$ cat config.mk
export PLATFORM = sky130hd
export DESIGN_NAME = fcs_host
export DESIGN_NICKNAME = d
export VERILOG_FILES = /design/src/fcs_strobe.v /design/src/fcs_host.v
export VERILOG_INCLUDE_DIRS = /design/src /design/src/src
export SDC_FILE = /design/constraint.sdc
export NUM_CORES = 1
export LEC_CHECK = 0
export BUFFER_PORTS_ARGS = -buffer_cell sky130_fd_sc_hd__buf_2
export CAP_MARGIN = 20
export CORE_AREA = 2 2 107 109
export CTS_BUF_LIST = sky130_fd_sc_hd__clkbuf_8
export DETAILED_ROUTE_END_ITERATION = 8
export DIE_AREA = 0 0 109 111
export PLACE_DENSITY = 0.78
export SKIP_LAST_GASP = 1
export SLEW_MARGIN = 5
export SYNTH_ARGS = -nofsm -noshare
export SYNTH_HDL_FRONTEND = slang
export SYNTH_SLANG_ARGS = --single-unit
$ cat constraint.sdc
create_clock -name core_clk -period 5.7 [get_ports core_clk]
set_clock_uncertainty 0.1 [all_clocks]
set_input_delay 0.57 -clock core_clk [delete_from_list [all_inputs] [get_ports core_clk]]
set_output_delay 0.57 -clock core_clk [all_outputs]
set_load 0.005 [all_outputs]
$ cat src/fcs_defines.vh
// constants for the flash card program and erase host sequencer
`ifndef FCS_DEFINES_VH
`define FCS_DEFINES_VH
`define FCS_CMD_RESET     16'hf0f0
`define FCS_CMD_UNLOCK1   16'haaaa
`define FCS_CMD_UNLOCK2   16'h5555
`define FCS_CMD_ERASE_SET 16'h8080
`define FCS_CMD_PROGRAM   16'ha0a0
`define FCS_CMD_SECTOR    16'h3030
`define FCS_ADDR_UNLOCK1  26'h0005555
`define FCS_ADDR_UNLOCK2  26'h0005554
`define FCS_POLL_BIT      7
`define FCS_CLK_NS        40
`define FCS_SETUP_NS      120
`define FCS_SETUP_CYC     ((`FCS_SETUP_NS + `FCS_CLK_NS - 1) / `FCS_CLK_NS)
`define FCS_WINDOW_US     50
`define FCS_WINDOW_CYC    ((`FCS_WINDOW_US * 1000 + `FCS_CLK_NS - 1) / `FCS_CLK_NS)
`define FCS_OP_PROGRAM    2'h1
`define FCS_OP_ERASE      2'h2
`define FCS_OP_RESET      2'h3
`endif

$ cat src/fcs_strobe.v
// one write or read bus cycle with strobe timing
`include "fcs_defines.vh"
module fcs_strobe (
	input  wire        core_clk,
	input  wire        rst,
	input  wire        ce,
	input  wire        go,
	input  wire        is_read,
	output reg         we_n,
	output reg         oe_n,
	output reg         done
);
	localparam [1:0] S_IDLE = 2'h0;
	localparam [1:0] S_LOW  = 2'h1;
	localparam [1:0] S_HIGH = 2'h2;
	localparam [31:0] SETUP_LAST = `FCS_SETUP_CYC - 1;
	reg [1:0] state_reg;
	reg [3:0] cnt_reg;
	always @(posedge core_clk) begin
		if (rst) begin
			state_reg <= S_IDLE;
			cnt_reg   <= 4'h0;
			we_n      <= 1'b1;
			oe_n      <= 1'b1;
			done      <= 1'b0;
		end else if (ce) begin
			done <= 1'b0;
			case (state_reg)
				S_IDLE: begin
					if (go) begin
						state_reg <= S_LOW;
						cnt_reg   <= 4'h0;
						we_n      <= is_read;
						oe_n      <= ~is_read;
					end
				end
				S_LOW: begin
					cnt_reg <= cnt_reg + 4'h1;
					if (cnt_reg == SETUP_LAST[3:0]) begin
						state_reg <= S_HIGH;
						cnt_reg   <= 4'h0;
						we_n      <= 1'b1;
						oe_n      <= 1'b1;
					end
				end
				S_HIGH: begin
					cnt_reg <= cnt_reg + 4'h1;
					if (cnt_reg == SETUP_LAST[3:0]) begin
						state_reg <= S_IDLE;
						done      <= 1'b1;
					end
				end
				default: state_reg <= S_IDLE;
			endcase
		end
	end
endmodule

$ cat src/fcs_host.v
// host sequencer issuing program, sector erase and reset command strings
`include "fcs_defines.vh"
module fcs_host (
	input  wire        core_clk,
	input  wire        rst,
	input  wire        clk_en,
	input  wire        cmd_valid,
	input  wire [1:0]  cmd_op,
	input  wire [25:0] cmd_addr,
	input  wire [15:0] cmd_data,
	input  wire        extra_valid,
	input  wire [25:0] extra_addr,
	input  wire [15:0] flash_dq_in,
	input  wire        ready_busy_in,
	output reg         cmd_ready,
	output reg         extra_ready,
	output reg         op_done,
	output reg         op_aborted,
	output reg  [25:0] flash_addr,
	output reg  [15:0] flash_dq_out,
	output reg         flash_dq_oe,
	output reg         flash_we_n,
	output reg         flash_oe_n,
	output reg         busy
);
	localparam [2:0] H_IDLE  = 3'h0;
	localparam [2:0] H_WRITE = 3'h1;
	localparam [2:0] H_WAITW = 3'h2;
	localparam [2:0] H_QUEUE = 3'h3;
	localparam [2:0] H_POLL  = 3'h4;
	localparam [2:0] H_WAITR = 3'h5;
	localparam [31:0] WIN_CYC = `FCS_WINDOW_CYC;
	reg  [2:0]  state_reg;
	reg  [2:0]  step_reg;
	reg  [2:0]  nsteps_reg;
	reg  [1:0]  op_reg;
	reg  [25:0] tgt_addr_reg;
	reg  [15:0] tgt_data_reg;
	reg  [15:0] rd_data_reg;
	reg  [10:0] win_reg;
	reg         go_reg;
	reg         rd_reg;
	wire        st_we_n;
	wire        st_oe_n;
	wire        st_done;
	reg  [25:0] w_addr;
	reg  [15:0] w_data;
	fcs_strobe u_strobe (
		.core_clk (core_clk),
		.rst      (rst),
		.ce       (clk_en),
		.go       (go_reg),
		.is_read  (rd_reg),
		.we_n     (st_we_n),
		.oe_n     (st_oe_n),
		.done     (st_done)
	);
	// address and data of each command step
	always @* begin
		w_addr = `FCS_ADDR_UNLOCK1;
		w_data = `FCS_CMD_UNLOCK1;
		if (op_reg == `FCS_OP_RESET) begin
			w_data = `FCS_CMD_RESET;
		end else if (op_reg == `FCS_OP_PROGRAM) begin
			case (step_reg)
				3'h1: w_data = `FCS_CMD_UNLOCK2;
				3'h2: w_data = `FCS_CMD_PROGRAM;
				3'h3: begin
					w_addr = tgt_addr_reg;
					w_data = tgt_data_reg;
				end
				default: w_data = `FCS_CMD_UNLOCK1;
			endcase
		end else begin
			case (step_reg)
				3'h1: w_data = `FCS_CMD_UNLOCK2;
				3'h2: w_data = `FCS_CMD_ERASE_SET;
				3'h4: begin
					w_addr = `FCS_ADDR_UNLOCK2;
					w_data = `FCS_CMD_UNLOCK2;
				end
				3'h5: begin
					w_addr = tgt_addr_reg;
					w_data = `FCS_CMD_SECTOR;
				end
				default: w_data = `FCS_CMD_UNLOCK1;
			endcase
		end
	end
	always @(posedge core_clk) begin
		if (rst) begin
			state_reg    <= H_IDLE;
			step_reg     <= 3'h0;
			nsteps_reg   <= 3'h0;
			op_reg       <= 2'h0;
			tgt_addr_reg <= 26'h0;
			tgt_data_reg <= 16'h0;
			rd_data_reg  <= 16'h0;
			win_reg      <= 11'h0;
			go_reg       <= 1'b0;
			rd_reg       <= 1'b0;
			cmd_ready    <= 1'b0;
			extra_ready  <= 1'b0;
			op_done      <= 1'b0;
			op_aborted   <= 1'b0;
			flash_addr   <= 26'h0;
			flash_dq_out <= 16'h0;
			flash_dq_oe  <= 1'b0;
			flash_we_n   <= 1'b1;
			flash_oe_n   <= 1'b1;
			busy         <= 1'b0;
		end else if (clk_en) begin
			go_reg      <= 1'b0;
			op_done     <= 1'b0;
			op_aborted  <= 1'b0;
			extra_ready <= 1'b0;
			flash_we_n  <= st_we_n;
			flash_oe_n  <= st_oe_n;
			// sample card data while its output is enabled
			if (!flash_oe_n)
				rd_data_reg <= flash_dq_in;
			case (state_reg)
				H_IDLE: begin
					flash_dq_oe <= 1'b0;
					// hold off while device reports busy
					cmd_ready <= ready_busy_in;
					if (cmd_valid && cmd_ready && ready_busy_in) begin
						cmd_ready    <= 1'b0;
						busy         <= 1'b1;
						op_reg       <= cmd_op;
						tgt_addr_reg <= cmd_addr;
						tgt_data_reg <= cmd_data;
						step_reg     <= 3'h0;
						nsteps_reg   <= (cmd_op == `FCS_OP_RESET) ? 3'h1 :
							(cmd_op == `FCS_OP_PROGRAM) ? 3'h4 : 3'h6;
						state_reg    <= H_WRITE;
					end
				end
				H_WRITE: begin
					// address and data stable across the strobe
					flash_addr   <= w_addr;
					flash_dq_out <= w_data;
					flash_dq_oe  <= 1'b1;
					go_reg       <= 1'b1;
					rd_reg       <= 1'b0;
					state_reg    <= H_WAITW;
				end
				H_WAITW: begin
					if (st_done) begin
						if (step_reg == nsteps_reg - 3'h1) begin
							flash_dq_oe <= 1'b0;
							if (op_reg == `FCS_OP_RESET) begin
								op_done   <= 1'b1;
								busy      <= 1'b0;
								state_reg <= H_IDLE;
							end else if (op_reg == `FCS_OP_ERASE) begin
								// window counted from last sector write
								win_reg   <= WIN_CYC[10:0];
								state_reg <= H_QUEUE;
							end else begin
								state_reg <= H_POLL;
							end
						end else begin
							step_reg  <= step_reg + 3'h1;
							state_reg <= H_WRITE;
						end
					end
				end
				H_QUEUE: begin
					flash_dq_oe <= 1'b0;
					// queue further sectors inside the window
					if (extra_valid && win_reg > 11'h1) begin
						extra_ready <= 1'b1;
						step_reg    <= 3'h5;
						nsteps_reg  <= 3'h6;
						tgt_addr_reg <= extra_addr;
						state_reg   <= H_WRITE;
					end else if (win_reg == 11'h0) begin
						state_reg <= H_POLL;
					end else begin
						win_reg <= win_reg - 11'h1;
					end
				end
				H_POLL: begin
					flash_addr  <= tgt_addr_reg;
					flash_dq_oe <= 1'b0;
					go_reg      <= 1'b1;
					rd_reg      <= 1'b1;
					state_reg   <= H_WAITR;
				end
				H_WAITR: begin
					if (st_done) begin
						if ((op_reg == `FCS_OP_ERASE && rd_data_reg[`FCS_POLL_BIT]) ||
							(op_reg == `FCS_OP_PROGRAM &&
							rd_data_reg[`FCS_POLL_BIT] == tgt_data_reg[`FCS_POLL_BIT])) begin
							op_done   <= 1'b1;
							busy      <= 1'b0;
							state_reg <= H_IDLE;
						end else begin
							state_reg <= H_POLL;
						end
					end
				end
				default: state_reg <= H_IDLE;
			endcase
		end
	end
endmodule

* Word-level counts from Yosys, hierarchy flattened
Index checks and enable logic that the tools add are counted.
** Word-level totals
- Latch bits :: 0
- Bits in writable memories :: 0
- Word-level logic and storage cells :: 175
- Bits of input ports :: 92
- Bits in registers :: 132
- Memories kept :: 0
- Memory bits (read-only) :: 0
- Output and inout bits :: 50
** Operators by class
- Multiplexer cells :: 74
- Divide/modulo/power cells :: 0
- Multipliers :: 0
- Eq/ne operators :: 36
- Reduce and logical (&&, ||, !) cells :: 34
- Shift-type cells :: 0
- Bitwise gates (word level) :: 2
- Magnitude comparators :: 1
- Add/sub/neg operators :: 4
** Operators by type and width (number)
- 26-bit one-hot mux with 2 select lines :: 3
- 26-bit 2-to-1 mux :: 5
- 16-bit one-hot mux with 3 select lines :: 2
- 11-bit 2-to-1 mux :: 6
- 3-bit 2-to-1 mux :: 16
- 16-bit 2-to-1 mux :: 2
- 1-bit 2-to-1 mux :: 22
- 2-bit != test, second input constant :: 11
- 11-bit one-hot mux with 2 select lines :: 1
- 3-bit one-hot mux with 6 select lines :: 1
- 4-bit AND reduction :: 4
- 8-bit AND reduction :: 2
- 3-bit by 2-bit equality test with 1-bit output, second input constant :: 4
- 3-bit equality test, second input constant :: 4
- 4-bit one-hot mux with 3 select lines :: 1
- 3-bit nonzero test :: 4
- 11-bit by 1-bit > comparator with 1-bit output, second input constant :: 1
- 11-bit zero test :: 1
- 11-bit by 1-bit subtractor with 11-bit output, second input constant :: 1
- 3-bit one-hot mux with 3 select lines :: 1
- 2-bit equality test, second input constant :: 4
- 2-bit 2-to-1 mux :: 4
- 4-bit 2-to-1 mux :: 2
- 2-bit by 1-bit != test with 1-bit output, second input constant :: 4
- 25 further kinds :: 45

* Logic depth before layout (Yosys ltp)
Gate-level depths: netlist of run 1.
- Depth after elaboration :: 6
- Depth in mapped cells :: 9
- Gate-level depth less buffers :: 7

* Hierarchy
From an unflattened synthesis of run 1, not the netlist that was laid out.
** Second synthesis, totals
- Cell total of the unflattened synthesis :: 742
- Area total of the unflattened synthesis :: 6052.1 um^2
** By module, submodules not included
- fcs_host :: area an instance 5489.0 um^2, sequential area each 2322.2 um^2, times used 1, cells an instance 677
- fcs_strobe :: area an instance 563.0 um^2, sequential area each 180.2 um^2, times used 1, cells an instance 65

* Worst setup path before layout of run 1
Ideal clock, no wire load.
- Path kind :: reg-to-reg
- Start :: register step_reg[2]
- End :: register win_reg[5]
- Path buffers :: 1
- Data arrival time :: 2324 ps
- Data required time :: 5526 ps
- Setup time :: 74 ps
- Cell stages (with the launch flop) :: 7
- Clock period less this slack :: 2498 ps
- Slack :: 3202 ps
- Cells stage by stage :: dfxtp_1 clkbuf_1 xor3_1 o31ai_1 or4b_1 or4_1 a31oi_1
** On the way
- Cells in the longest elaborated chain, start to end :: 3
** RTL lines
- from (decl) :: RTL line fcs_host.v:34 : reg [2:0] step_reg;
- from (signal assigned) :: RTL line fcs_host.v:164 : step_reg <= step_reg + 3'h1;
- 3-bit equality test :: RTL line fcs_host.v:150 : if (step_reg == nsteps_reg - 3'h1) begin
- 2-bit != test (no source line)
- 8-bit AND reduction (no source line)
- to (signal assigned) :: RTL line fcs_host.v:158 : win_reg <= WIN_CYC[10:0];
- to (signal assigned) :: RTL line fcs_host.v:181 : win_reg <= win_reg - 11'h1;
- to (decl) :: RTL line fcs_host.v:40 : reg [10:0] win_reg;
No other way between the ends.
A chain may end at the register's enable or synchronous reset.

* Worst setup path after layout of run 1
- Start :: register win_reg[2]
- End :: register nsteps_reg[2]
** On the way
- Cells in the longest elaborated chain, start to end :: 4
** RTL lines
- 11-bit by 1-bit > comparator with 1-bit output :: RTL line fcs_host.v:172 : if (extra_valid && win_reg > 11'h1) begin
- 1-bit logical AND :: RTL line fcs_host.v:172
- 2-bit != test (no source line)
- 4-bit AND reduction (no source line)
- to (signal assigned) :: RTL line fcs_host.v:134 : nsteps_reg <= (cmd_op == `FCS_OP_RESET) ? 3'h1 :
- to (decl) :: RTL line fcs_host.v:35 : reg [2:0] nsteps_reg;
No other way between the ends.

==> impl_summary.log, run 1 <==
INFO  metric synth-async-reset-ratio = 0
INFO  metric final_max_slew_viol_count = 0
INFO  metric vias_per_cell = 6.00
INFO  metric mappedNetlistNets = 838
INFO  metric ioPinCount = 142
INFO  metric met2WireLength = 7850 microns
INFO  metric synthDominantCellAreaShare = 0.427
INFO  metric portBuffers = 125
INFO  metric grt_pass1_wl = 26,200 microns
INFO  metric r2r_start = win_reg[2]
INFO  metric worstSetupStartpoint = win_reg[2]
INFO  metric globalplace.congestion = 0.936
INFO  metric synth.top_cells.by_area = sky130_fd_sc_hd__dfxtp_1 (43%), sky130_fd_sc_hd__nand2_1 (8.5%), sky130_fd_sc_hd__a21oi_1 (8.2%)
INFO  metric required_time_worst_endpoint = 5.94 ns
INFO  metric synth_area_per_cell = 8.02 sq um
INFO  metric max_clock_freq = 0.335 GHz
INFO  metric design.final.nets = 939
INFO  metric post-cts-setup-buffer-count = 0
INFO  metric post_cts.resized_instances = 0
INFO  metric postRouteAntennaNets = 0
INFO  metric critPathArrivalTime = 3.22 ns
INFO  metric clock_tree.buffer_depth = 2
INFO  metric layout-drive-gt1-share = 0.211
INFO  metric report.final.setup_viol = 0
INFO  metric syn_inst = 731
INFO  metric yosysTopAreaCell = sky130_fd_sc_hd__dfxtp_1
INFO  metric detail_route.wl_per_cell = 16.2 microns
INFO  metric drt_first_iter_violations = 486
INFO  metric floorplan.die.width = 109 microns
INFO  metric vdd.ir_drop.worst = 188 uV
INFO  metric final-hold-violation-count = 0
INFO  metric areaGrowthSynthToFinish = 18.1%
INFO  metric coreArea = 11,100 sq um
INFO  metric cts_buffers = 17
INFO  metric timing.hold.worst.class = input port to register
INFO  metric worstMarginPinSlew = 1.01 ns
INFO  metric critical_path.startpoint_type = register
INFO  metric clock-root-buffer = sky130_fd_sc_hd__clkbuf_8
INFO  metric finalPower = 1810 uW
INFO  metric pwr_density_cell = 262 nW/um^2
INFO  metric dpl_cell_area = 6530 sq um
INFO  metric via_total_after_detailed_routing = 5,919
INFO  metric rsz0062_at_grt = false
INFO  metric ys.flop_type = sky130_fd_sc_hd__dfxtp_1
INFO  metric globalRouteOverflowTotal = 0
INFO  metric final_critical_period = 2.98 ns
INFO  metric met3WireLength = 1310 microns
INFO  metric first_global_vias = 5,634
INFO  metric most_common_cell_after_layout_fill_and_taps_aside = sky130_fd_sc_hd__nand2_1
INFO  metric final_core_util = 0.625
INFO  metric final.hold.worst_slack = 0.258 ns
INFO  metric power_leakage = 0.00272 uW
INFO  metric grt_max_degree = 99
INFO  metric seq_area_frac_synth = 0.427
INFO  metric dieHeight = 111 microns
INFO  metric min_period_over_period = 0.523
INFO  metric start_util = 0.529
INFO  metric placement_rows = 39
INFO  metric edff_count_synth = 0
INFO  metric clkTransAtPathRegs = 0.07 ns
INFO  metric route.detailed.drc = 0
INFO  metric layout.filler_cells = 958
INFO  metric groute.usage.overall = 0.268
INFO  metric drv.max_cap_violation_count = 0
INFO  metric worst_path_maximum_fanout = 31
INFO  metric m1WireLength = 6560 microns
INFO  metric numClockSinks = 125
INFO  metric hold_start = cmd_data[5]
INFO  metric synth_area = 5860 sq um
INFO  metric design_area = 6920 sq um
INFO  metric yosysUniqueCellTypes = 63
INFO  metric tritoncts = done
INFO  metric dieArea = 12,100 sq um
INFO  metric n_antenna_cell = 0
INFO  metric clock_latency = 0.44 ns
INFO  metric run_status = completed
INFO  metric dpl.hpwl = 10,600 microns
INFO  metric setup.worst_path.end_class = register
INFO  metric critical_path_class = register to register
INFO  metric ctsHoldBuffers = 0
INFO  metric htreeDepth = 4
INFO  metric fin_tns_setup = 0 ns
INFO  metric synth_seq_cells = 125
INFO  metric dr.pass1.iters = 5
INFO  metric route.final.wire_length = 16,000 microns
INFO  metric yosys_warning_count = 0
INFO  metric most-common-layout-cells = sky130_fd_sc_hd__nand2_1 (132), sky130_fd_sc_hd__dfxtp_1 (125), sky130_fd_sc_hd__buf_2 (125), sky130_fd_sc_hd__a21oi_1 (96), sky130_fd_sc_hd__nor2_1 (62)
INFO  metric timing.slew.headroom = 0.322
INFO  metric top_signal_layer_used = met4
INFO  metric grt_antenna_before_repair = 0
-- cells by family after synthesis --
family | count (synthesis) | share of synthesized area
DFF | 125 | 0.427
adders and majority gates | 15 | 0.0320
muxes | 8 | 0.0137
AOI/OAI and AO/OA | 234 | 0.256
and+or+nand+nor | 278 | 0.218
xor gates and xnor gates | 4 | 0.00854
other | 1 | 0.000640
buffers and inverters | 66 | 0.0438
-- final timing paths --
kind | to | slack, ns | cells after the start
worst min register to register | flash_dq_out[2] | 0.36 | 2
worst max-delay path | nsteps_reg[2] | 2.72 | 7
worst max register to register | nsteps_reg[2] | 2.72 | 7
worst min-delay path | tgt_data_reg[5] | 0.26 | 3
-- per-stage QoR --
step           setup slack, ns  cells
6_report                  2.72    986
5_1_grt                   2.61    986
4_1_cts                   2.45    984
3_5_place_dp              2.42    954
3_3_place_gp              2.54    953
2_1_floorplan             3.20    731
-- cell usage after synthesis, drive strengths merged (2+ instances only) --
master / n
o21ai: 38
clkbuf: 45
o21bai: 2
a22oi: 23
nor2b: 4
nor4: 4
or2: 5
ha: 15
nor3b: 7
o22ai: 5
a21oi: 96
nor2: 64
or3b: 2
xnor2: 2
a221oi: 3
inv: 14
a31oi: 4
nand2: 132
and2: 7
or4: 10
buf: 6
nor3: 8
nand3: 7
nand3b: 6
nand2b: 6
a21o: 2
o211ai: 2
o221a: 3
mux2i: 8
a311oi: 27
o31ai: 12
dfxtp: 125
o41ai: 2
a211oi: 4
and3: 3
or3: 8
-- area by class of cell --
| type | count | area, sq um | area share |
|---|---|---|---|
| Clock inverter | 12 | 101 | 0.0147 |
| Multi-Input combinational cell | 540 | 3120 | 0.451 |
| Clock buffer | 18 | 248 | 0.0358 |
| Timing Repair Buffer | 133 | 708 | 0.102 |
| Tap cell | 143 | 179 | 0.0259 |
| Inverter | 15 | 56.3 | 0.00814 |
| Sequential cell | 125 | 2500 | 0.362 |
-- report_power, final --
group	total, uW	leakage, uW	switching [uW]	internal [uW]
Clock	692	0.000173	346	346
Combinational	196	0.00154	117	78.9
Sequential	924	0.00101	25.3	898
Total	1810	0.00272	489	1320
-- critical path: stages, from the launching register on --
cell,delay [ns]
sky130_fd_sc_hd__dfxtp_1,0.35
sky130_fd_sc_hd__or4_1,0.68
sky130_fd_sc_hd__o41ai_4,0.63
sky130_fd_sc_hd__o22ai_2,0.13
sky130_fd_sc_hd__buf_4,0.27
sky130_fd_sc_hd__and2_1,0.26
sky130_fd_sc_hd__buf_8,0.19
sky130_fd_sc_hd__a311oi_1,0.26
-- metal layers --
layer | vias to the layer above | track usage
met3 | 33 | 0.0676
li1 | 2822 | -
met2 | 259 | 0.443
met1 | 2805 | 0.335
met5 | - | 0
met4 | 0 | 0.0949
(Power assumes the default switching activity.)
==> inputs of run 2 (changes only) <==
--- a/config.mk
+++ b/config.mk
@@ -6,13 +6,14 @@
 export SDC_FILE = /design/constraint.sdc
 export NUM_CORES = 1
 export LEC_CHECK = 0
+export ABC_AREA = 1
 export BUFFER_PORTS_ARGS = -buffer_cell sky130_fd_sc_hd__buf_2
 export CAP_MARGIN = 20
-export CORE_AREA = 2 2 107 109
+export CORE_AREA = 2 2 113 115
 export CTS_BUF_LIST = sky130_fd_sc_hd__clkbuf_8
 export DETAILED_ROUTE_END_ITERATION = 8
-export DIE_AREA = 0 0 109 111
-export PLACE_DENSITY = 0.78
+export DIE_AREA = 0 0 115 117
+export PLACE_DENSITY = 0.76
 export SKIP_LAST_GASP = 1
 export SLEW_MARGIN = 5
 export SYNTH_ARGS = -nofsm -noshare
==> constraint.sdc (replaced) <==
create_clock -name core_clk -period 2.5 [get_ports core_clk]
set_clock_uncertainty 0.1 [all_clocks]
set_input_delay 0.25 -clock core_clk [delete_from_list [all_inputs] [get_ports core_clk]]
set_output_delay 0.25 -clock core_clk [all_outputs]
set_load 0.005 [all_outputs]
==> impl_summary.log, run 2 <==
INFO  metric synth-async-reset-ratio = 0 (unchanged)
INFO  metric critical_path.startpoint_type = register
INFO  metric start_util = 0.497 (-0.0316)
INFO  metric clock-root-buffer = sky130_fd_sc_hd__clkbuf_8
INFO  metric synth_area = 6120 sq um (+4.5%)
INFO  metric placement_rows = 41 (+5.1%)
INFO  metric route.detailed.drc = 0 (unchanged)
INFO  metric min_period_over_period = 0.847 (+0.324)
INFO  metric drv.max_cap_violation_count = 0 (unchanged)
INFO  metric synth.top_cells.by_area = sky130_fd_sc_hd__dfxtp_1 (41%), sky130_fd_sc_hd__nand2_1 (17%), sky130_fd_sc_hd__a21oi_1 (8.5%)
INFO  metric worstSetupStartpoint = state_reg[2]
INFO  metric groute.usage.overall = 0.239 (-0.0289)
INFO  metric r2r_setup_slack = 0.38 ns (-2.34 ns)
INFO  metric first_global_vias = 5,646 (+0.21%)
INFO  metric seq_area_frac_synth = 0.409 (-0.0184)
INFO  metric via_total_after_detailed_routing = 6,201 (+4.8%)
INFO  metric worst_r2r_endpoint = tgt_addr_reg[17]
INFO  metric post_cts.resized_instances = 0 (unchanged)
INFO  metric max_clock_freq = 0.472 GHz (+41%)
INFO  metric vdd.ir_drop.worst = 271 uV (+44%)
INFO  metric worst_path_maximum_fanout = 29 (-6.5%)
INFO  metric syn_inst = 908 (+24%)
INFO  metric layout-drive-gt1-share = 0.188 (-0.0231)
INFO  metric rsz0062_at_grt = false
INFO  metric most_common_cell_after_layout_fill_and_taps_aside = sky130_fd_sc_hd__nand2_1
INFO  metric yosysTopAreaCell = sky130_fd_sc_hd__dfxtp_1
INFO  metric coreArea = 12,300 sq um (+11%)
INFO  metric ys.flop_type = sky130_fd_sc_hd__dfxtp_1
INFO  metric grt_max_degree = 67 (-32%)
INFO  metric route.final.wire_length = 15,500 microns (-3.0%)
INFO  metric n_antenna_cell = 0 (unchanged)
INFO  metric clock_tree.buffer_depth = 2 (unchanged)
INFO  metric dieHeight = 117 microns (+5.4%)
INFO  metric synth_seq_cells = 125 (unchanged)
INFO  metric dpl_cell_area = 6860 sq um (+5.0%)
INFO  metric mappedNetlistNets = 1,015 (+21%)
INFO  metric tritoncts = done
INFO  metric critPathArrivalTime = 2.34 ns (-0.88 ns)
INFO  metric clock_latency = 0.46 ns (+0.02 ns)
INFO  metric clkTransAtPathRegs = 0.08 ns (about the same)
INFO  metric synth_commonest_cells = sky130_fd_sc_hd__nand2_1 (270), sky130_fd_sc_hd__dfxtp_1 (125), sky130_fd_sc_hd__a21oi_1 (104)
INFO  metric cts_buffers = 17 (unchanged)
INFO  metric globalRouteOverflowTotal = 0 (unchanged)
INFO  metric run_status = completed
INFO  metric dpl.hpwl = 10,400 microns (-2.0%)
INFO  metric hold_depth = 3 (unchanged)
INFO  metric yosysUniqueCellTypes = 37 (-41%)
INFO  metric numClockSinks = 125 (unchanged)
INFO  metric synth_area_per_cell = 6.74 sq um (-16%)
INFO  metric postRouteAntennaNets = 0 (unchanged)
INFO  metric final_core_util = 0.606 (-0.0184)
INFO  metric post-synth-top-count-cell = sky130_fd_sc_hd__nand2_1
INFO  metric floorplan.die.width = 115 microns (+5.5%)
INFO  metric ioPinCount = 142 (unchanged)
INFO  metric globalplace.congestion = 0.875 (-6.6%)
INFO  metric worst_setup_slack_after_placement = 0.380 ns (-2.04 ns)
INFO  metric drt_first_iter_violations = 422 (-13%)
INFO  metric worstMarginPinSlew = 0.683 ns (-0.328 ns)
INFO  metric critical_path_class = register to register
INFO  metric setup.worst_path.end_class = register
INFO  metric dr.pass1.iters = 6 (+1)
INFO  metric grt_pass1_wl = 25,700 microns (-1.9%)
INFO  metric most-common-layout-cells = sky130_fd_sc_hd__nand2_1 (270), sky130_fd_sc_hd__dfxtp_1 (125), sky130_fd_sc_hd__buf_2 (125), sky130_fd_sc_hd__a21oi_1 (103), sky130_fd_sc_hd__nor2_1 (80)
INFO  metric htreeDepth = 4 (unchanged)
INFO  metric timing.hold.worst.class = input port to register
INFO  metric vias_per_cell = 5.13 (-14%)
INFO  metric design.final.nets = 1,152 (+23%)
INFO  metric crit_path_capture = tgt_addr_reg[17]
INFO  metric edff_count_synth = 0 (unchanged)
INFO  metric dieArea = 13,500 sq um (+11%)
INFO  metric r2r_worst_path_depth = 8 (+1)
INFO  metric areaGrowthSynthToFinish = 21.9%
INFO  metric yosys_warning_count = 0 (unchanged)
INFO  metric report.final.setup_viol = 0 (unchanged)
INFO  metric final_max_slew_viol_count = 0 (unchanged)
INFO  metric synthDominantCellAreaShare = 0.409 (-0.0184)
INFO  metric final-hold-violation-count = 0 (unchanged)
INFO  metric power_leakage = 0.00341 uW (+26%)
INFO  metric required_time_worst_endpoint = 2.72 ns (-3.22 ns)
INFO  metric finalPower = 4980 uW (+180%)
INFO  metric grt_antenna_before_repair = 0 (unchanged)
INFO  metric detail_route.wl_per_cell = 12.9 microns (-21%)
INFO  metric layout_setup_ws = 0.382 ns (-2.34 ns)
INFO  metric timing.slew.headroom = 0.544 (+0.222)
INFO  metric r2r_start = state_reg[2]
INFO  metric final_critical_period = 2.12 ns (-0.864 ns)
INFO  metric fin_tns_setup = 0 ns (unchanged)
INFO  metric portBuffers = 125 (unchanged)
INFO  metric pwr_density_cell = 668 nW/um^2 (+160%)
INFO  metric design_area = 7460 sq um (+7.9%)
run 2: repair_timing:
item / CTS / global route
buffers inserted: 0 / 0
hold endpoints to repair: 22 / 0
hold buffers: 20 / 0
run 2: layout make-up:
class	instances	area, sq um
Timing Repair Buffer	163	961
Fill cell	1187	4850
Tap cell	150	188
Clock buffer	18	248
Multi-Input combinational cell	657	3100
Clock inverter	14	158
Sequential cell	125	2500
Inverter	81	304
run 2: layer usage:
| layer | GRT usage | vias to the layer above | wire, microns |
|---|---|---|---|
| met3 | 0.0587 | 18 | 991 |
| met1 | 0.303 | 2784 | 7160 |
| li1 | - | 3214 | - |
| met2 | 0.395 | 185 | 7150 |
| met5 | 0 | - | 0 |
| met4 | 0.0932 | 0 | 247 |
run 2: how the worst min path moves through the flow:
stage	slack, ns	from	endpoint
after floorplan	0.28	cmd_data[0]	tgt_data_reg[0]
after global placement	0.33	tgt_addr_reg[10]	flash_addr[10]
after detailed placement	0.34	tgt_addr_reg[10]	flash_addr[10]
after CTS	0.02	cmd_data[7]	tgt_data_reg[7]
after global routing	0.05	cmd_data[7]	tgt_data_reg[7]
final	0.04	cmd_data[7]	tgt_data_reg[7]
run 2: logic make-up after synthesis:
group           after synthesis  synth area share
other cells                   1          0.000612
simple gates                440             0.296
flops                       125             0.409
fa+ha+maj                    15            0.0306
xor+xnor                      4           0.00572
buf+inv                     126            0.0858
compound gates              197             0.172
run 2: power by group:
group / switching [uW] / leakage (uW) / internal [uW]
combinational: 597 / 0.00220 / 349
sequential: 91.9 / 0.00101 / 2130
clock: 883 / 0.000202 / 929
total: 1570 / 0.00341 / 3410
run 2: metrics by stage:
stage | instances | hold slack, ns
6_report | 1208 | 0.0447
5_1_grt | 1208 | 0.0536
4_1_cts | 1208 | 0.0215
3_5_place_dp | 1156 | 0.340
3_3_place_gp | 1156 | 0.333
2_1_floorplan | 908 | 0.285
run 2: critical path, cell delays in order, from the launching register on:
cell	delay, ns
sky130_fd_sc_hd__dfxtp_1	0.38
sky130_fd_sc_hd__inv_2	0.10
sky130_fd_sc_hd__nand2_1	0.06
sky130_fd_sc_hd__nor2_2	0.24
sky130_fd_sc_hd__nand4_2	0.32
sky130_fd_sc_hd__nand2_4	0.14
sky130_fd_sc_hd__nand2_2	0.35
sky130_fd_sc_hd__nand2_1	0.19
sky130_fd_sc_hd__a21oi_1	0.08
